`src/logic/mcmc_pkg.sv`:
```
package mcmc_pkg;
   // register byte addresses
   localparam logic [31:0] LOOP_CONTROL_ADDR = 32'h029a0100;
   localparam logic [31:0] LOOP_MULTIPLIER_ADDR = 32'h029a0110;
   localparam logic [31:0] INPUT_PRE_DIVIDER_ADDR = 32'h029a0114;

   // loop_control field positions
   localparam int CTL_MODE_BIT = 0;
   localparam int CTL_PWRDN_BIT = 1;
   localparam int CTL_RSV2_BIT = 2;
   localparam int CTL_RESET_BIT = 3;
   localparam int CTL_RSV54_LO = 4;
   localparam int CTL_RSV6_BIT = 6;
   localparam int CTL_RSV7_BIT = 7;

   // loop_multiplier and input_pre_divider field positions
   localparam int MULT_LO = 0;
   localparam int MULT_W = 5;
   localparam int PRE_RATIO_LO = 0;
   localparam int PRE_RATIO_W = 5;
   localparam int PRE_EN_BIT = 15;

   // values after reset
   localparam logic RST_MODE = 1'b0;
   localparam logic RST_PWRDN = 1'b0;
   localparam logic RST_LOOP_RESET = 1'b1;
   localparam logic RST_PRE_EN = 1'b1;
   localparam logic [4:0] RST_PRE_RATIO = 5'h02;
   localparam logic [4:0] RST_MULT = 5'h00;
   localparam logic RSV6_VALUE = 1'b1;
   localparam logic RST_RSV7 = 1'b0;
   localparam logic [1:0] RST_RSV54 = 2'h0;
   localparam logic [5:0] RST_FACTOR = 6'h01;
   localparam logic [5:0] RST_DIVISOR = 6'h03;

   // software wait figures, in ns per input period and in core cycles
   localparam int CORE_PERIOD_NS = 40;
   localparam int RESET_TIME_PERIODS = 128;
   localparam int LOCK_TIME_PERIODS = 2000;
   localparam int RESET_TIME_NS = RESET_TIME_PERIODS * CORE_PERIOD_NS;
   localparam int LOCK_TIME_NS = LOCK_TIME_PERIODS * CORE_PERIOD_NS;
   localparam int RESET_TIME_CYC =
      (RESET_TIME_NS + CORE_PERIOD_NS - 1) / CORE_PERIOD_NS;
   localparam int LOCK_TIME_CYC = LOCK_TIME_NS / CORE_PERIOD_NS;

   // encoded field to divide or multiply factor: value plus one
   function automatic logic [5:0] mcmc_plus_one(input logic [4:0] v);
      mcmc_plus_one = {1'b0, v} + 6'h01;
   endfunction : mcmc_plus_one
endpackage : mcmc_pkg

```
`src/logic/mcmc_steer_if.sv`:
```
`timescale 1ns/1ps
interface mcmc_steer_if;
   logic mode;
   logic [4:0] mult;
   logic pre_en;
   logic [4:0] pre_ratio;
   logic src_loop;
   logic [5:0] factor;
   logic [5:0] divisor;
   logic pre_out_en;

   modport ctrl (
      output mode,
      output mult,
      output pre_en,
      output pre_ratio,
      input src_loop,
      input factor,
      input divisor,
      input pre_out_en
   );
   modport steer (
      input mode,
      input mult,
      input pre_en,
      input pre_ratio,
      output src_loop,
      output factor,
      output divisor,
      output pre_out_en
   );
endinterface : mcmc_steer_if

```
`src/logic/mcmc_steer.sv`:
```
`timescale 1ns/1ps
module mcmc_steer (
   input wire logic clk,
   input wire logic rst,
   mcmc_steer_if.steer st
);
   logic src_loop_q, src_loop_d;
   logic [5:0] factor_q, factor_d;
   logic [5:0] divisor_q, divisor_d;
   logic pre_en_q, pre_en_d;

   // settings only reach the reference path while multiply mode is on
   always_comb begin
      src_loop_d = st.mode;
      factor_d = factor_q;
      divisor_d = divisor_q;
      pre_en_d = pre_en_q;
      if (st.mode) begin
         factor_d = mcmc_pkg::mcmc_plus_one(st.mult);
         divisor_d = mcmc_pkg::mcmc_plus_one(st.pre_ratio);
         pre_en_d = st.pre_en;
      end
   end

   // applied settings register
   always_ff @(posedge clk or posedge rst) begin
      if (rst) begin
         src_loop_q <= mcmc_pkg::RST_MODE;
         factor_q <= mcmc_pkg::RST_FACTOR;
         divisor_q <= mcmc_pkg::RST_DIVISOR;
         pre_en_q <= mcmc_pkg::RST_PRE_EN;
      end else begin
         src_loop_q <= src_loop_d;
         factor_q <= factor_d;
         divisor_q <= divisor_d;
         pre_en_q <= pre_en_d;
      end
   end

   assign st.src_loop = src_loop_q;
   assign st.factor = factor_q;
   assign st.divisor = divisor_q;
   assign st.pre_out_en = pre_en_q;
endmodule : mcmc_steer

```
`src/logic/mcmc_control.sv`:
```
`timescale 1ns/1ps
// Summary of operation
// Only the core port and the emulator port can reach the registers.
// Software never writes unlisted addresses nor changes reserved bits.
// Read-only reserved fields read zero and ignore writes.
// Control bit 6 always reads one and ignores writes.
// Software keeps control bits 7 and 5:4 at zero on every write.
// Control bit 3 holds the loop in reset, read/write, reset value one.
// Control bit 1 powers down the loop analog parts, reset value zero.
// Control bit 0 at zero, its reset value, bypasses pre-divider and loop.
// Control bit 0 at one routes through pre-divider and loop output.
// Loop output is input divided by pre-divider then multiplied.
// The five-bit multiplier gives a factor of its value plus one.
// Pre-divider bit 15 enables its output, reset value one.
// Pre-divider ratio 0,1,2 divides by 1,2,3, reset value 2h.
// Software never programs pre-divider ratio 3h through 1Fh.
// Software holds loop reset at least 128 input periods.
// Software allows 2000 input periods of lock before multiply mode.
// In bypass, register changes are stored but not applied until
//       multiply mode is selected.
module mcmc_control (
   input wire logic CORE_CLK,
   input wire logic SYS_RST,
   input wire logic CPU_SEL,
   input wire logic CPU_WR,
   input wire logic [31:0] CPU_ADDR,
   input wire logic [31:0] CPU_WDATA,
   output logic CPU_ACK,
   input wire logic EMU_SEL,
   input wire logic EMU_WR,
   input wire logic [31:0] EMU_ADDR,
   input wire logic [31:0] EMU_WDATA,
   output logic EMU_ACK,
   output logic [31:0] RDATA,
   output logic LOOP_RESET,
   output logic LOOP_POWER_DOWN,
   output logic MULTIPLY_MODE_SELECT,
   output logic REF_FROM_LOOP,
   output logic PRE_DIVIDER_ENABLE,
   output logic [5:0] LOOP_FACTOR,
   output logic [5:0] PRE_DIVIDE_BY
);
   mcmc_steer_if st_if ();

   logic mode_q, mode_d;
   logic pwrdn_q, pwrdn_d;
   logic lrst_q, lrst_d;
   logic rsv7_q, rsv7_d;
   logic [1:0] rsv54_q, rsv54_d;
   logic [4:0] mult_q, mult_d;
   logic pre_en_q, pre_en_d;
   logic [4:0] pre_ratio_q, pre_ratio_d;
   logic cpu_ack_q, cpu_ack_d;
   logic emu_ack_q, emu_ack_d;
   logic [31:0] rdata_q, rdata_d;

   logic req;
   logic req_wr;
   logic [31:0] req_addr;
   logic [31:0] req_wdata;
   logic [31:0] rd_mux;

   // core wins a tie; the emulator simply waits for its ack
   always_comb begin
      req = CPU_SEL | EMU_SEL;
      req_wr = CPU_SEL ? CPU_WR : EMU_WR;
      req_addr = CPU_SEL ? CPU_ADDR : EMU_ADDR;
      req_wdata = CPU_SEL ? CPU_WDATA : EMU_WDATA;
   end

   // read image; reserved bits 7 and 5:4 are storage, the other reserved bits are constants
   always_comb begin
      rd_mux = 32'h00000000;
      case (req_addr)
         mcmc_pkg::LOOP_CONTROL_ADDR: begin
            rd_mux[mcmc_pkg::CTL_MODE_BIT] = mode_q;
            rd_mux[mcmc_pkg::CTL_PWRDN_BIT] = pwrdn_q;
            rd_mux[mcmc_pkg::CTL_RESET_BIT] = lrst_q;
            rd_mux[mcmc_pkg::CTL_RSV54_LO +: 2] = rsv54_q;
            rd_mux[mcmc_pkg::CTL_RSV6_BIT] = mcmc_pkg::RSV6_VALUE;
            rd_mux[mcmc_pkg::CTL_RSV7_BIT] = rsv7_q;
         end
         mcmc_pkg::LOOP_MULTIPLIER_ADDR: begin
            rd_mux[mcmc_pkg::MULT_LO +: mcmc_pkg::MULT_W] = mult_q;
         end
         mcmc_pkg::INPUT_PRE_DIVIDER_ADDR: begin
            rd_mux[mcmc_pkg::PRE_EN_BIT] = pre_en_q;
            rd_mux[mcmc_pkg::PRE_RATIO_LO +: mcmc_pkg::PRE_RATIO_W] =
               pre_ratio_q;
         end
         default: begin
            rd_mux = 32'h00000000; // unmapped reads zero
         end
      endcase
   end

   // register writes; unmapped writes are dropped
   always_comb begin
      mode_d = mode_q;
      pwrdn_d = pwrdn_q;
      lrst_d = lrst_q;
      rsv7_d = rsv7_q;
      rsv54_d = rsv54_q;
      mult_d = mult_q;
      pre_en_d = pre_en_q;
      pre_ratio_d = pre_ratio_q;
      if (req && req_wr) begin
         case (req_addr)
            mcmc_pkg::LOOP_CONTROL_ADDR: begin
               mode_d = req_wdata[mcmc_pkg::CTL_MODE_BIT];
               pwrdn_d = req_wdata[mcmc_pkg::CTL_PWRDN_BIT];
               lrst_d = req_wdata[mcmc_pkg::CTL_RESET_BIT];
               // kept as storage so a read returns what was written
               rsv7_d = req_wdata[mcmc_pkg::CTL_RSV7_BIT];
               rsv54_d = req_wdata[mcmc_pkg::CTL_RSV54_LO +: 2];
            end
            mcmc_pkg::LOOP_MULTIPLIER_ADDR: begin
               mult_d = req_wdata[mcmc_pkg::MULT_LO +: mcmc_pkg::MULT_W];
            end
            mcmc_pkg::INPUT_PRE_DIVIDER_ADDR: begin
               pre_en_d = req_wdata[mcmc_pkg::PRE_EN_BIT];
               // reserved ratios are the writer's problem, stored as is
               pre_ratio_d =
                  req_wdata[mcmc_pkg::PRE_RATIO_LO +: mcmc_pkg::PRE_RATIO_W];
            end
            default: begin
               mode_d = mode_q;
            end
         endcase
      end
   end

   // answer one cycle after the request is taken
   always_comb begin
      cpu_ack_d = CPU_SEL;
      emu_ack_d = EMU_SEL & ~CPU_SEL;
      rdata_d = req ? rd_mux : rdata_q;
   end

   // all state of this block
   always_ff @(posedge CORE_CLK or posedge SYS_RST) begin
      if (SYS_RST) begin
         mode_q <= mcmc_pkg::RST_MODE;
         pwrdn_q <= mcmc_pkg::RST_PWRDN;
         lrst_q <= mcmc_pkg::RST_LOOP_RESET;
         rsv7_q <= mcmc_pkg::RST_RSV7;
         rsv54_q <= mcmc_pkg::RST_RSV54;
         mult_q <= mcmc_pkg::RST_MULT;
         pre_en_q <= mcmc_pkg::RST_PRE_EN;
         pre_ratio_q <= mcmc_pkg::RST_PRE_RATIO;
         cpu_ack_q <= 1'b0;
         emu_ack_q <= 1'b0;
         rdata_q <= 32'h00000000;
      end else begin
         mode_q <= mode_d;
         pwrdn_q <= pwrdn_d;
         lrst_q <= lrst_d;
         rsv7_q <= rsv7_d;
         rsv54_q <= rsv54_d;
         mult_q <= mult_d;
         pre_en_q <= pre_en_d;
         pre_ratio_q <= pre_ratio_d;
         cpu_ack_q <= cpu_ack_d;
         emu_ack_q <= emu_ack_d;
         rdata_q <= rdata_d;
      end
   end

   // stored settings feed the reference path steering
   assign st_if.mode = mode_q;
   assign st_if.mult = mult_q;
   assign st_if.pre_en = pre_en_q;
   assign st_if.pre_ratio = pre_ratio_q;

   mcmc_steer u_steer (
      .clk(CORE_CLK),
      .rst(SYS_RST),
      .st(st_if.steer)
   );

   // outputs, each straight from a flop
   assign CPU_ACK = cpu_ack_q;
   assign EMU_ACK = emu_ack_q;
   assign RDATA = rdata_q;
   assign LOOP_RESET = lrst_q;
   assign LOOP_POWER_DOWN = pwrdn_q;
   assign MULTIPLY_MODE_SELECT = mode_q;
   assign REF_FROM_LOOP = st_if.src_loop;
   assign PRE_DIVIDER_ENABLE = st_if.pre_out_en;
   assign LOOP_FACTOR = st_if.factor;
   assign PRE_DIVIDE_BY = st_if.divisor;
endmodule : mcmc_control

```
`config.mk`:
```
export PLATFORM = sky130hd
export DESIGN_NAME = mcmc_control
export DESIGN_NICKNAME = d
export VERILOG_FILES = /design/src/logic/mcmc_pkg.sv /design/src/logic/mcmc_steer_if.sv /design/src/logic/mcmc_steer.sv /design/src/logic/mcmc_control.sv
export SDC_FILE = /design/constraint.sdc
export NUM_CORES = 1
export LEC_CHECK = 0
export BUFFER_PORTS_ARGS = -buffer_cell sky130_fd_sc_hd__buf_2
export CAP_MARGIN = 20
export CORE_MARGIN = 8
export CORE_UTILIZATION = 43
export CTS_CLUSTER_DIAMETER = 40
export CTS_CLUSTER_SIZE = 12
export DETAILED_ROUTE_END_ITERATION = 8
export GPL_TIMING_DRIVEN = 0
export PLACE_DENSITY_LB_ADDON = 0.2
export SLEW_MARGIN = 25
export SYNTH_ARGS = -nofsm -noshare
export SYNTH_HDL_FRONTEND = slang
export SYNTH_SLANG_ARGS = --single-unit
```
`constraint.sdc`:
```
create_clock -name CORE_CLK -period 2.45 [get_ports CORE_CLK]
set_input_delay 0.6125 -clock CORE_CLK [delete_from_list [all_inputs] [get_ports CORE_CLK]]
set_output_delay 0.6125 -clock CORE_CLK [all_outputs]
set_load 0.01 [all_outputs]
```
==> impl_metrics.ini, run 1 <==
[worst_hold_path]
hold_class = in -> async

[yosys]
synth_warnings = 0
synthDistinctLibCells = 37
synth_area_per_cell_um2 = 11.10
synth.yosys.seq_area_share_pct = 45.69
synth_cells = 209
synth_seq_cells = 42
syn-cell-area_um2 = 2320

[layout]
mostFrequentLayoutCells = buf_2 (113), dfrtp_1 (35), buf_4 (23), conb_1 (23), mux2_2 (21)
layout.cells.non_filler = 423
area_growth_pct = 38.89
insertedDiodeCount = 0
final_common_cell = buf_2
nets = 488
stdcell_area_um2 = 3222
drive_gt1_share_pct = 52.69

[global_route]
grt_max_degree = 28
grt-ovfl-total = 0
grt_pass1_vias = 2010
grt_pass1_wl_mm = 9.908
grt_use_total_pct = 16.06
antenna_found_initial = 0

[critical_path]
worstSetupStartpointType = primary input
crit_chain = buf_2 > buf_6 > mux2i_2 > and2_0 > clkbuf_1 > nand4_4 > mux2_2
r2r_cells = 4
cp_data_arrival_time_ns = 2.50
path_max_fanout = 10
worst-setup-path-type = in -> reg
cp_slowest_cell = mux2i_2
worst_ep_required_time_ns = 2.62
worstSetupEndpointType = flip-flop
critPathMaxStageDelay_ns = 0.57

[die]
die_h_um = 89.45
pin_count = 185
coreArea_um2 = 5172
die_width_um = 89.45
std_cell_rows = 26
start_util_pct = 44.85
die_area_um2 = 8001

[clock_network]
cts-htree-levels = 2
postCtsSetupBuffers = 0
clkSinkCount = 42
root_buffer = clkbuf_8
cts_buffer_depth = 2
ctsHoldBuffers = 0
clk_latency_ns = 0.29
ctsResizeCount = 0
numCtsBuffers = 5
cts_tree = yes
clk_pin_slew_worst_paths_ns = 0.09

[sta]
final.setup.tns_ns = 0
tightest_slew_ns = 0.7193
rsz0062_at_grt = yes
finalCritPeriodShare_pct = 94.95
fmax_ghz = 0.4299
slew-limit-headroom_pct = 52.04
setup_violations = 0
holdWs_ns = 0.2815
layout_setup_ws_ns = 0.1236
hold_viol_final = 0
finalMaxSlewViolations = 0
clock_skew_ns = 0.008937
period_needed_ns = 2.326

[placed_design]
dp_hpwl_mm = 5.208
io_buffers = 113
dp_slack_ns = -0.2514
place_area_um2 = 3075
place.gp.congestion = 0.7699
dp.cells = 415

[drt]
drtIter0Drc = 93
drc = 0
totalWireLength_mm = 6.354
wl_per_cell_um = 15.02
num_vias = 1954
antenna_left = 0
dr.pass1.iters = 4
post_drt_via_cell_ratio = 4.619

[power_and_ir_drop]
leakagePower_nw = 1.764
peakVddDrop_uv = 317.4
powerDensity_nw_per_um2 = 484.3

[run_status]
status = completed

[job]
drv_cap = 0
[registers in the layout, indices dropped and copies added, names as in the netlist]
| signal | flops |
|---|---|
| CPU_ACK | 1 |
| EMU_ACK | 1 |
| LOOP_POWER_DOWN | 1 |
| LOOP_RESET | 1 |
| MULTIPLY_MODE_SELECT | 1 |
| RDATA | 9 |
| mult_q | 5 |
| pre_en_q | 1 |
| pre_ratio_q | 5 |
| rsv54_q | 2 |
| rsv7_q | 1 |
| u_steer.st.divisor | 6 |
| u_steer.st.factor | 6 |
| u_steer.st.pre_out_en | 1 |
| u_steer.st.src_loop | 1 |
[cells in the mapped netlist]
cell type | count | area (um^2)
dfrtp_1 | 35 | 875.8
buf_4 | 23 | 172.7
mux2_2 | 21 | 236.5
nor2_1 | 15 | 56.30
a21oi_1 | 13 | 65.06
nand2_1 | 12 | 45.04
mux2i_1 | 10 | 100.1
nand3_1 | 9 | 45.04
dfstp_2 | 7 | 183.9
nor4b_1 | 6 | 52.55
o21ai_0 | 6 | 30.03
clkbuf_1 | 5 | 18.77
inv_1 | 5 | 18.77
nor3_1 | 4 | 20.02
xor2_1 | 4 | 35.03
nand4_4 | 3 | 63.81
nor4bb_1 | 3 | 30.03
o31ai_1 | 3 | 22.52
ha_1 | 2 | 25.02
mux2_4 | 2 | 30.03
nand3b_1 | 2 | 15.01
nor2b_1 | 2 | 12.51
o22ai_1 | 2 | 12.51
xnor2_1 | 2 | 17.52
a221oi_4 | 1 | 26.28
a22o_1 | 1 | 8.760
and2_0 | 1 | 6.260
buf_6 | 1 | 11.26
conb_1 | 1 | 3.750
mux2_1 | 1 | 11.26
mux2i_2 | 1 | 13.76
nand2b_1 | 1 | 6.260
nand3b_2 | 1 | 11.26
nor4_1 | 1 | 6.260
o22ai_2 | 1 | 12.51
or3_1 | 1 | 6.260
or4_4 | 1 | 11.26
[routing by layer]
metal | track usage (%) | up-vias | routed length (um)
li1 | - | 976 | -
met1 | 20.34 | 910 | 2864
met2 | 27.07 | 64 | 2972
met3 | 4.136 | 4 | 485
met4 | 2.719 | 0 | 31
met5 | 0 | - | 0
[metrics by stage]
step | util, % | power [mW]
6_report | 62.29 | 1.560
5_1_grt | 62.29 | 1.621
4_1_cts | 62.22 | 1.565
3_5_place_dp | 59.46 | 0.9021
3_3_place_gp | 59.07 | 0.8955
2_1_floorplan | - | 0.8158
[report_power, final]
group / switching [mW] / total (mW) / internal (mW)
logic: 0.0928 / 0.196 / 0.103
registers: 0.000350 / 0.695 / 0.695
clock network: 0.234 / 0.669 / 0.435
[cell families after synthesis]
| logic type | Yosys count | share of synthesized area (%) |
|---|---|---|
| other | 1 | 0.1617 |
| DFF | 42 | 45.69 |
| xor gates and xnor gates | 6 | 2.265 |
| buffers and inverters | 34 | 9.547 |
| muxes | 35 | 16.88 |
| adders and majority gates | 2 | 1.079 |
| and+or+nand+nor | 62 | 16.72 |
| AOI/OAI and AO/OA | 27 | 7.659 |
[final timing paths]
check	slack, ns	from	endpoint
min in group CORE_CLK	0.41	MULTIPLY_MODE_SELECT	u_steer.st.src_loop
max in group asynchronous	1.63	SYS_RST	u_steer.st.pre_out_en
hold / removal	0.28	SYS_RST	RDATA[4]
hold reg to reg	0.41	MULTIPLY_MODE_SELECT	u_steer.st.src_loop
setup reg to reg	1.07	MULTIPLY_MODE_SELECT	u_steer.st.factor[5]
setup / recovery	0.12	CPU_SEL	MULTIPLY_MODE_SELECT
[cell type report]
class,count,area [um^2]
plain buffers,29,202.7
clock buffers,6,82.58
clock inverters,2,60.06
fillers,447,1951
inverters,5,18.77
multi-input cells,155,1125
flip-flops and latches,42,1060
well taps,70,87.58
repair buffers,114,585.6
[critical path: cells and delay by family]
family,cells,cell delay (ns)
buf+inv,3,0.52
simple gates,2,0.45
mux,2,0.90
Power figures use the tool's default switching activity.
==> run 2, diff against run 1 <==
--- a/config.mk
+++ b/config.mk
@@ -7,7 +7,7 @@
 export LEC_CHECK = 0
 export BUFFER_PORTS_ARGS = -buffer_cell sky130_fd_sc_hd__buf_2
 export CAP_MARGIN = 20
-export CORE_MARGIN = 8
+export CORE_MARGIN = 4
 export CORE_UTILIZATION = 43
 export CTS_CLUSTER_DIAMETER = 40
 export CTS_CLUSTER_SIZE = 12
==> run 2 against run 1 <==
Against the previous run:
- via count increased by 1.5%
- largest cell class unchanged
- worst hold slack got worse by 0.032 ns
- clock-buffer cell count increased by 2
- non-clock buffer count unchanged
- critical path depth decreased by 1
- flip-flop and latch count unchanged
- first-iteration DRC count decreased by 38%
- critical endpoint is now pre_ratio_q[2]
- global-route usage increased by 1.6 points
- core utilization decreased by 1.0 points
- clock skew decreased by 0.0021 ns
==> impl_metrics.ini, run 2 (synthesis results as in run 1) <==
[clock_network]
numCtsBuffers = 5
clk_pin_slew_worst_paths_ns = 0.07
clkSinkCount = 42
ctsResizeCount = 0
ctsHoldBuffers = 0
postCtsSetupBuffers = 0
cts_tree = yes
cts-htree-levels = 2
clk_latency_ns = 0.29
root_buffer = clkbuf_8
cts_buffer_depth = 2

[power_and_ir_drop]
powerDensity_nw_per_um2 = 415.9
combPwrFrac_pct = 15.0
leakagePower_nw = 1.734
seq_power_share_pct = 52.8
intPower_mw = 1.002
switchingPower_mw = 0.3156
peakVddDrop_uv = 331.5
clkPwrFrac_pct = 32.3
swShare_pct = 23.95
power_mw = 1.318

[placed_design]
dp_slack_ns = -0.1910
dp_hpwl_mm = 4.659
place_area_um2 = 3075
dp.cells = 415
place.gp.congestion = 0.7753
io_buffers = 113

[die]
die_h_um = 81.45
std_cell_rows = 26
start_util_pct = 44.85
pin_count = 185
die_width_um = 81.45
coreArea_um2 = 5172
die_area_um2 = 6634

[layout]
stdcell_area_um2 = 3168
mostFrequentLayoutCells = buf_2 (113), dfrtp_1 (35), buf_4 (23), conb_1 (23), mux2_2 (21)
insertedDiodeCount = 0
fin_util_pct = 61.25
largest_reg_flops = 9
final_common_cell = buf_2
area_growth_pct = 36.57
drive_gt1_share_pct = 51.84
layout.cells.non_filler = 423
nFillCells = 459
nets = 488

[critical_path]
r2r_cells = 4
worst_ep_required_time_ns = 2.63
worstSetupStartpointType = primary input
reg2reg_slack_ns = 1.07
worstSetupEndpointType = flip-flop
crit_chain = buf_2 > buf_6 > clkbuf_1 > a22o_1 > nand4_4 > mux2_4
path_max_fanout = 10
rr_startpoint = MULTIPLY_MODE_SELECT
worst-setup-path-type = in -> reg
cp_data_arrival_time_ns = 2.45
cp_slowest_cell = clkbuf_1
critPathMaxStageDelay_ns = 0.55
r2r-end = u_steer.st.factor[5]

[sta]
tightest_slew_ns = 0.6981
setup_violations = 0
layout_setup_ws_ns = 0.1749
rsz0062_at_grt = no
hold_viol_final = 0
final.setup.tns_ns = 0
holdWs_ns = 0.2492
slew-limit-headroom_pct = 53.46
finalMaxSlewViolations = 0
finalCritPeriodShare_pct = 92.86
period_needed_ns = 2.275
clock_skew_ns = 0.006862
fmax_ghz = 0.4395

[global_route]
antenna_found_initial = 0
grt_max_degree = 33
grt_use_total_pct = 17.70
grt-ovfl-total = 0
grt_pass1_wl_mm = 8.990
grt_pass1_vias = 1858

[drt]
drc = 0
antenna_left = 0
post_drt_via_cell_ratio = 4.688
wl_per_cell_um = 13.69
drtIter0Drc = 58
num_vias = 1983
dr.pass1.iters = 4
totalWireLength_mm = 5.791

[run_status]
status = completed

[job]
drv_cap = 0

[worst_hold_path]
hold_class = in -> async
[run 2: how the worst max path moves through the flow]
stage	to	depth (start not counted)	from
5_1_grt	RDATA[2]	6	CPU_SEL
3_5_place_dp	MULTIPLY_MODE_SELECT	7	CPU_SEL
6_report	pre_ratio_q[2]	6	CPU_SEL
2_1_floorplan	pre_ratio_q[2]	5	CPU_ADDR[1]
3_3_place_gp	MULTIPLY_MODE_SELECT	7	CPU_SEL
4_1_cts	LOOP_POWER_DOWN	7	CPU_SEL
[run 2: critical path: cells and delay by family]
kind / cells / cell delay, ns
AND/OR/NAND/NOR: 1 / 0.23
buffers and inverters: 3 / 0.81
multiplexers: 1 / 0.35
AO/OA/AOI/OAI: 1 / 0.44
[run 2: layout make-up]
class                      count  area, um^2  share of cell area [%]
buffer                        29       202.7                   6.398
clock buffer                   8       80.08                   2.528
inverter                       5       18.77                  0.5924
multi-input combinational    155        1134                   35.78
sequential                    42        1060                   33.45
tap                           70       87.58                   2.765
timing repair buffer         114       585.6                   18.48
[run 2: layer usage]
| metal | global-route usage, % | vias to the layer above | part of all wire, % |
|---|---|---|---|
| li1 | - | 986 | - |
| met3 | 3.728 | 7 | 7.5 |
| met5 | 0 | - | 0 |
| met4 | 6.081 | 0 | 1.2 |
| met2 | 27.85 | 69 | 48 |
| met1 | 24.21 | 921 | 43 |
[run 2: power by group through the flow]
stage               clock network [mW]  logic (mW)  registers, mW
finish                           0.425       0.197          0.695
global route                     0.468       0.217          0.695
CTS                              0.442       0.194          0.695
detailed placement                   0       0.194          0.708
global placement                     0       0.186          0.708
floorplan                            0       0.106          0.710
==> run 3, diff against run 2 <==
--- a/config.mk
+++ b/config.mk
@@ -14,6 +14,7 @@
 export DETAILED_ROUTE_END_ITERATION = 8
 export GPL_TIMING_DRIVEN = 0
 export PLACE_DENSITY_LB_ADDON = 0.2
+export RECOVER_POWER = 50
 export SLEW_MARGIN = 25
 export SYNTH_ARGS = -nofsm -noshare
 export SYNTH_HDL_FRONTEND = slang
==> run 3 against run 2 <==
Against the previous run:
- die area did not move
- wire length fell by 0.16%
- clock-buffer cell count did not move
- cell count did not move
- clock skew barely moved
- critical path type unchanged
- sequential power barely moved
- worst hold slack improved by 0.052 ns
==> impl_metrics.ini, run 3 (synthesis results as in run 1) <==
[run_status]
status = completed

[die]
die_width_um = 81.45
pin_count = 185
start_util_pct = 44.85
die_h_um = 81.45
coreArea_um2 = 5172
std_cell_rows = 26
die_area_um2 = 6634

[layout]
mostFrequentLayoutCells = buf_2 (105), dfrtp_1 (35), buf_4 (23), conb_1 (23), mux2_2 (21)
fin_util_pct = 60.91
nets = 488
drive_gt1_share_pct = 49.01
nFillCells = 462
area_growth_pct = 35.81
insertedDiodeCount = 0
largest_reg_flops = 9
final_common_cell = buf_2
layout.cells.non_filler = 423

[clock_network]
cts-htree-levels = 2
clkSinkCount = 42
ctsResizeCount = 0
cts_buffer_depth = 2
root_buffer = clkbuf_8
postCtsSetupBuffers = 0
clk_pin_slew_worst_paths_ns = 0.07
numCtsBuffers = 5
cts_tree = yes
ctsHoldBuffers = 0
clk_latency_ns = 0.29

[global_route]
grt-ovfl-total = 0
antenna_found_initial = 0
grt_pass1_wl_mm = 8.990
grt_pass1_vias = 1858
grt_use_total_pct = 17.70
grt_max_degree = 33

[worst_hold_path]
hold_class = in -> async

[placed_design]
dp.cells = 415
place.gp.congestion = 0.7753
dp_hpwl_mm = 4.659
io_buffers = 113

[sta]
slew-limit-headroom_pct = 8.300
clock_skew_ns = 0.007212
finalMaxSlewViolations = 0
hold_viol_final = 0
rsz0062_at_grt = no
fmax_ghz = 0.4390
holdWs_ns = 0.3013
period_needed_ns = 2.278
setup_violations = 0
final.setup.tns_ns = 0
finalCritPeriodShare_pct = 92.97
tightest_slew_ns = 1.373

[drt]
wl_per_cell_um = 13.67
num_vias = 1989
dr.pass1.iters = 4
totalWireLength_mm = 5.782
post_drt_via_cell_ratio = 4.702
drtIter0Drc = 60
antenna_left = 0
drc = 0

[power_and_ir_drop]
leakagePower_nw = 1.705
peakVddDrop_uv = 333.8
powerDensity_nw_per_um2 = 417.6

[critical_path]
worst-setup-path-type = in -> reg
worstSetupStartpointType = primary input
path_max_fanout = 10
critPathMaxStageDelay_ns = 0.55
crit_chain = buf_2 > buf_6 > clkbuf_1 > a22o_1 > nand4_4 > mux2_4
worstSetupEndpointType = flip-flop
worst_ep_required_time_ns = 2.63
cp_slowest_cell = clkbuf_1
cp_data_arrival_time_ns = 2.46

[job]
drv_cap = 0
==> run 3: path summary, 6_finish.rpt <==
path / startpoint / cells after the start / endpoint / slack [ns]
setup reg to reg: MULTIPLY_MODE_SELECT / 4 / u_steer.st.factor[5] / 1.05
min in group CORE_CLK: MULTIPLY_MODE_SELECT / 0 / u_steer.st.src_loop / 0.40
setup / recovery: CPU_SEL / 6 / pre_ratio_q[2] / 0.17
hold / removal: SYS_RST / 2 / u_steer.st.divisor[5] / 0.30
max in group asynchronous: SYS_RST / 3 / pre_ratio_q[4] / 0.51
hold reg to reg: MULTIPLY_MODE_SELECT / 0 / u_steer.st.src_loop / 0.40
==> run 3: metrics by stage <==
step	total power, mW	cell area [um^2]	setup slack, ns
after floorplan	0.8158	2402	0.1785
after global placement	0.8948	3055	-0.1985
after detailed placement	0.9019	3075	-0.1910
after CTS	1.331	3156	0.1200
after global routing	1.378	3151	0.07414
final	1.316	3151	0.1723
==> run 3: area by class of cell <==
| type | count | area, um^2 | share of cell area (%) |
|---|---|---|---|
| tap | 70 | 87.58 | 2.780 |
| buffer | 29 | 202.7 | 6.434 |
| timing repair buffer | 114 | 568.0 | 18.03 |
| sequential | 42 | 1060 | 33.64 |
| multi-input combinational | 155 | 1134 | 35.98 |
| clock buffer | 8 | 80.08 | 2.542 |
| inverter | 5 | 18.77 | 0.5957 |
==> run 3: worst max-delay path: cells and delay by family <==
kind | cells | cell delay [ns]
multiplexers | 1 | 0.35
buffers and inverters | 3 | 0.81
AND/OR/NAND/NOR | 1 | 0.23
AO/OA/AOI/OAI | 1 | 0.44
==> run 3: per-layer routing <==
metal / vias to the layer above / track usage, % / share of wire [%]
li1: 984 / - / -
met1: 934 / 24.21 / 43
met2: 64 / 27.85 / 49
met3: 7 / 3.728 / 7.5
met4: 0 / 6.081 / 1.2
met5: - / 0 / 0
==> run 3: power by group <==
part           internal, mW  switching, mW  leakage (nW)  total, mW
Combinational         0.102         0.0919          1.12      0.194
Clock                 0.203          0.224        0.0395      0.426
Sequential            0.695       0.000340         0.548      0.695
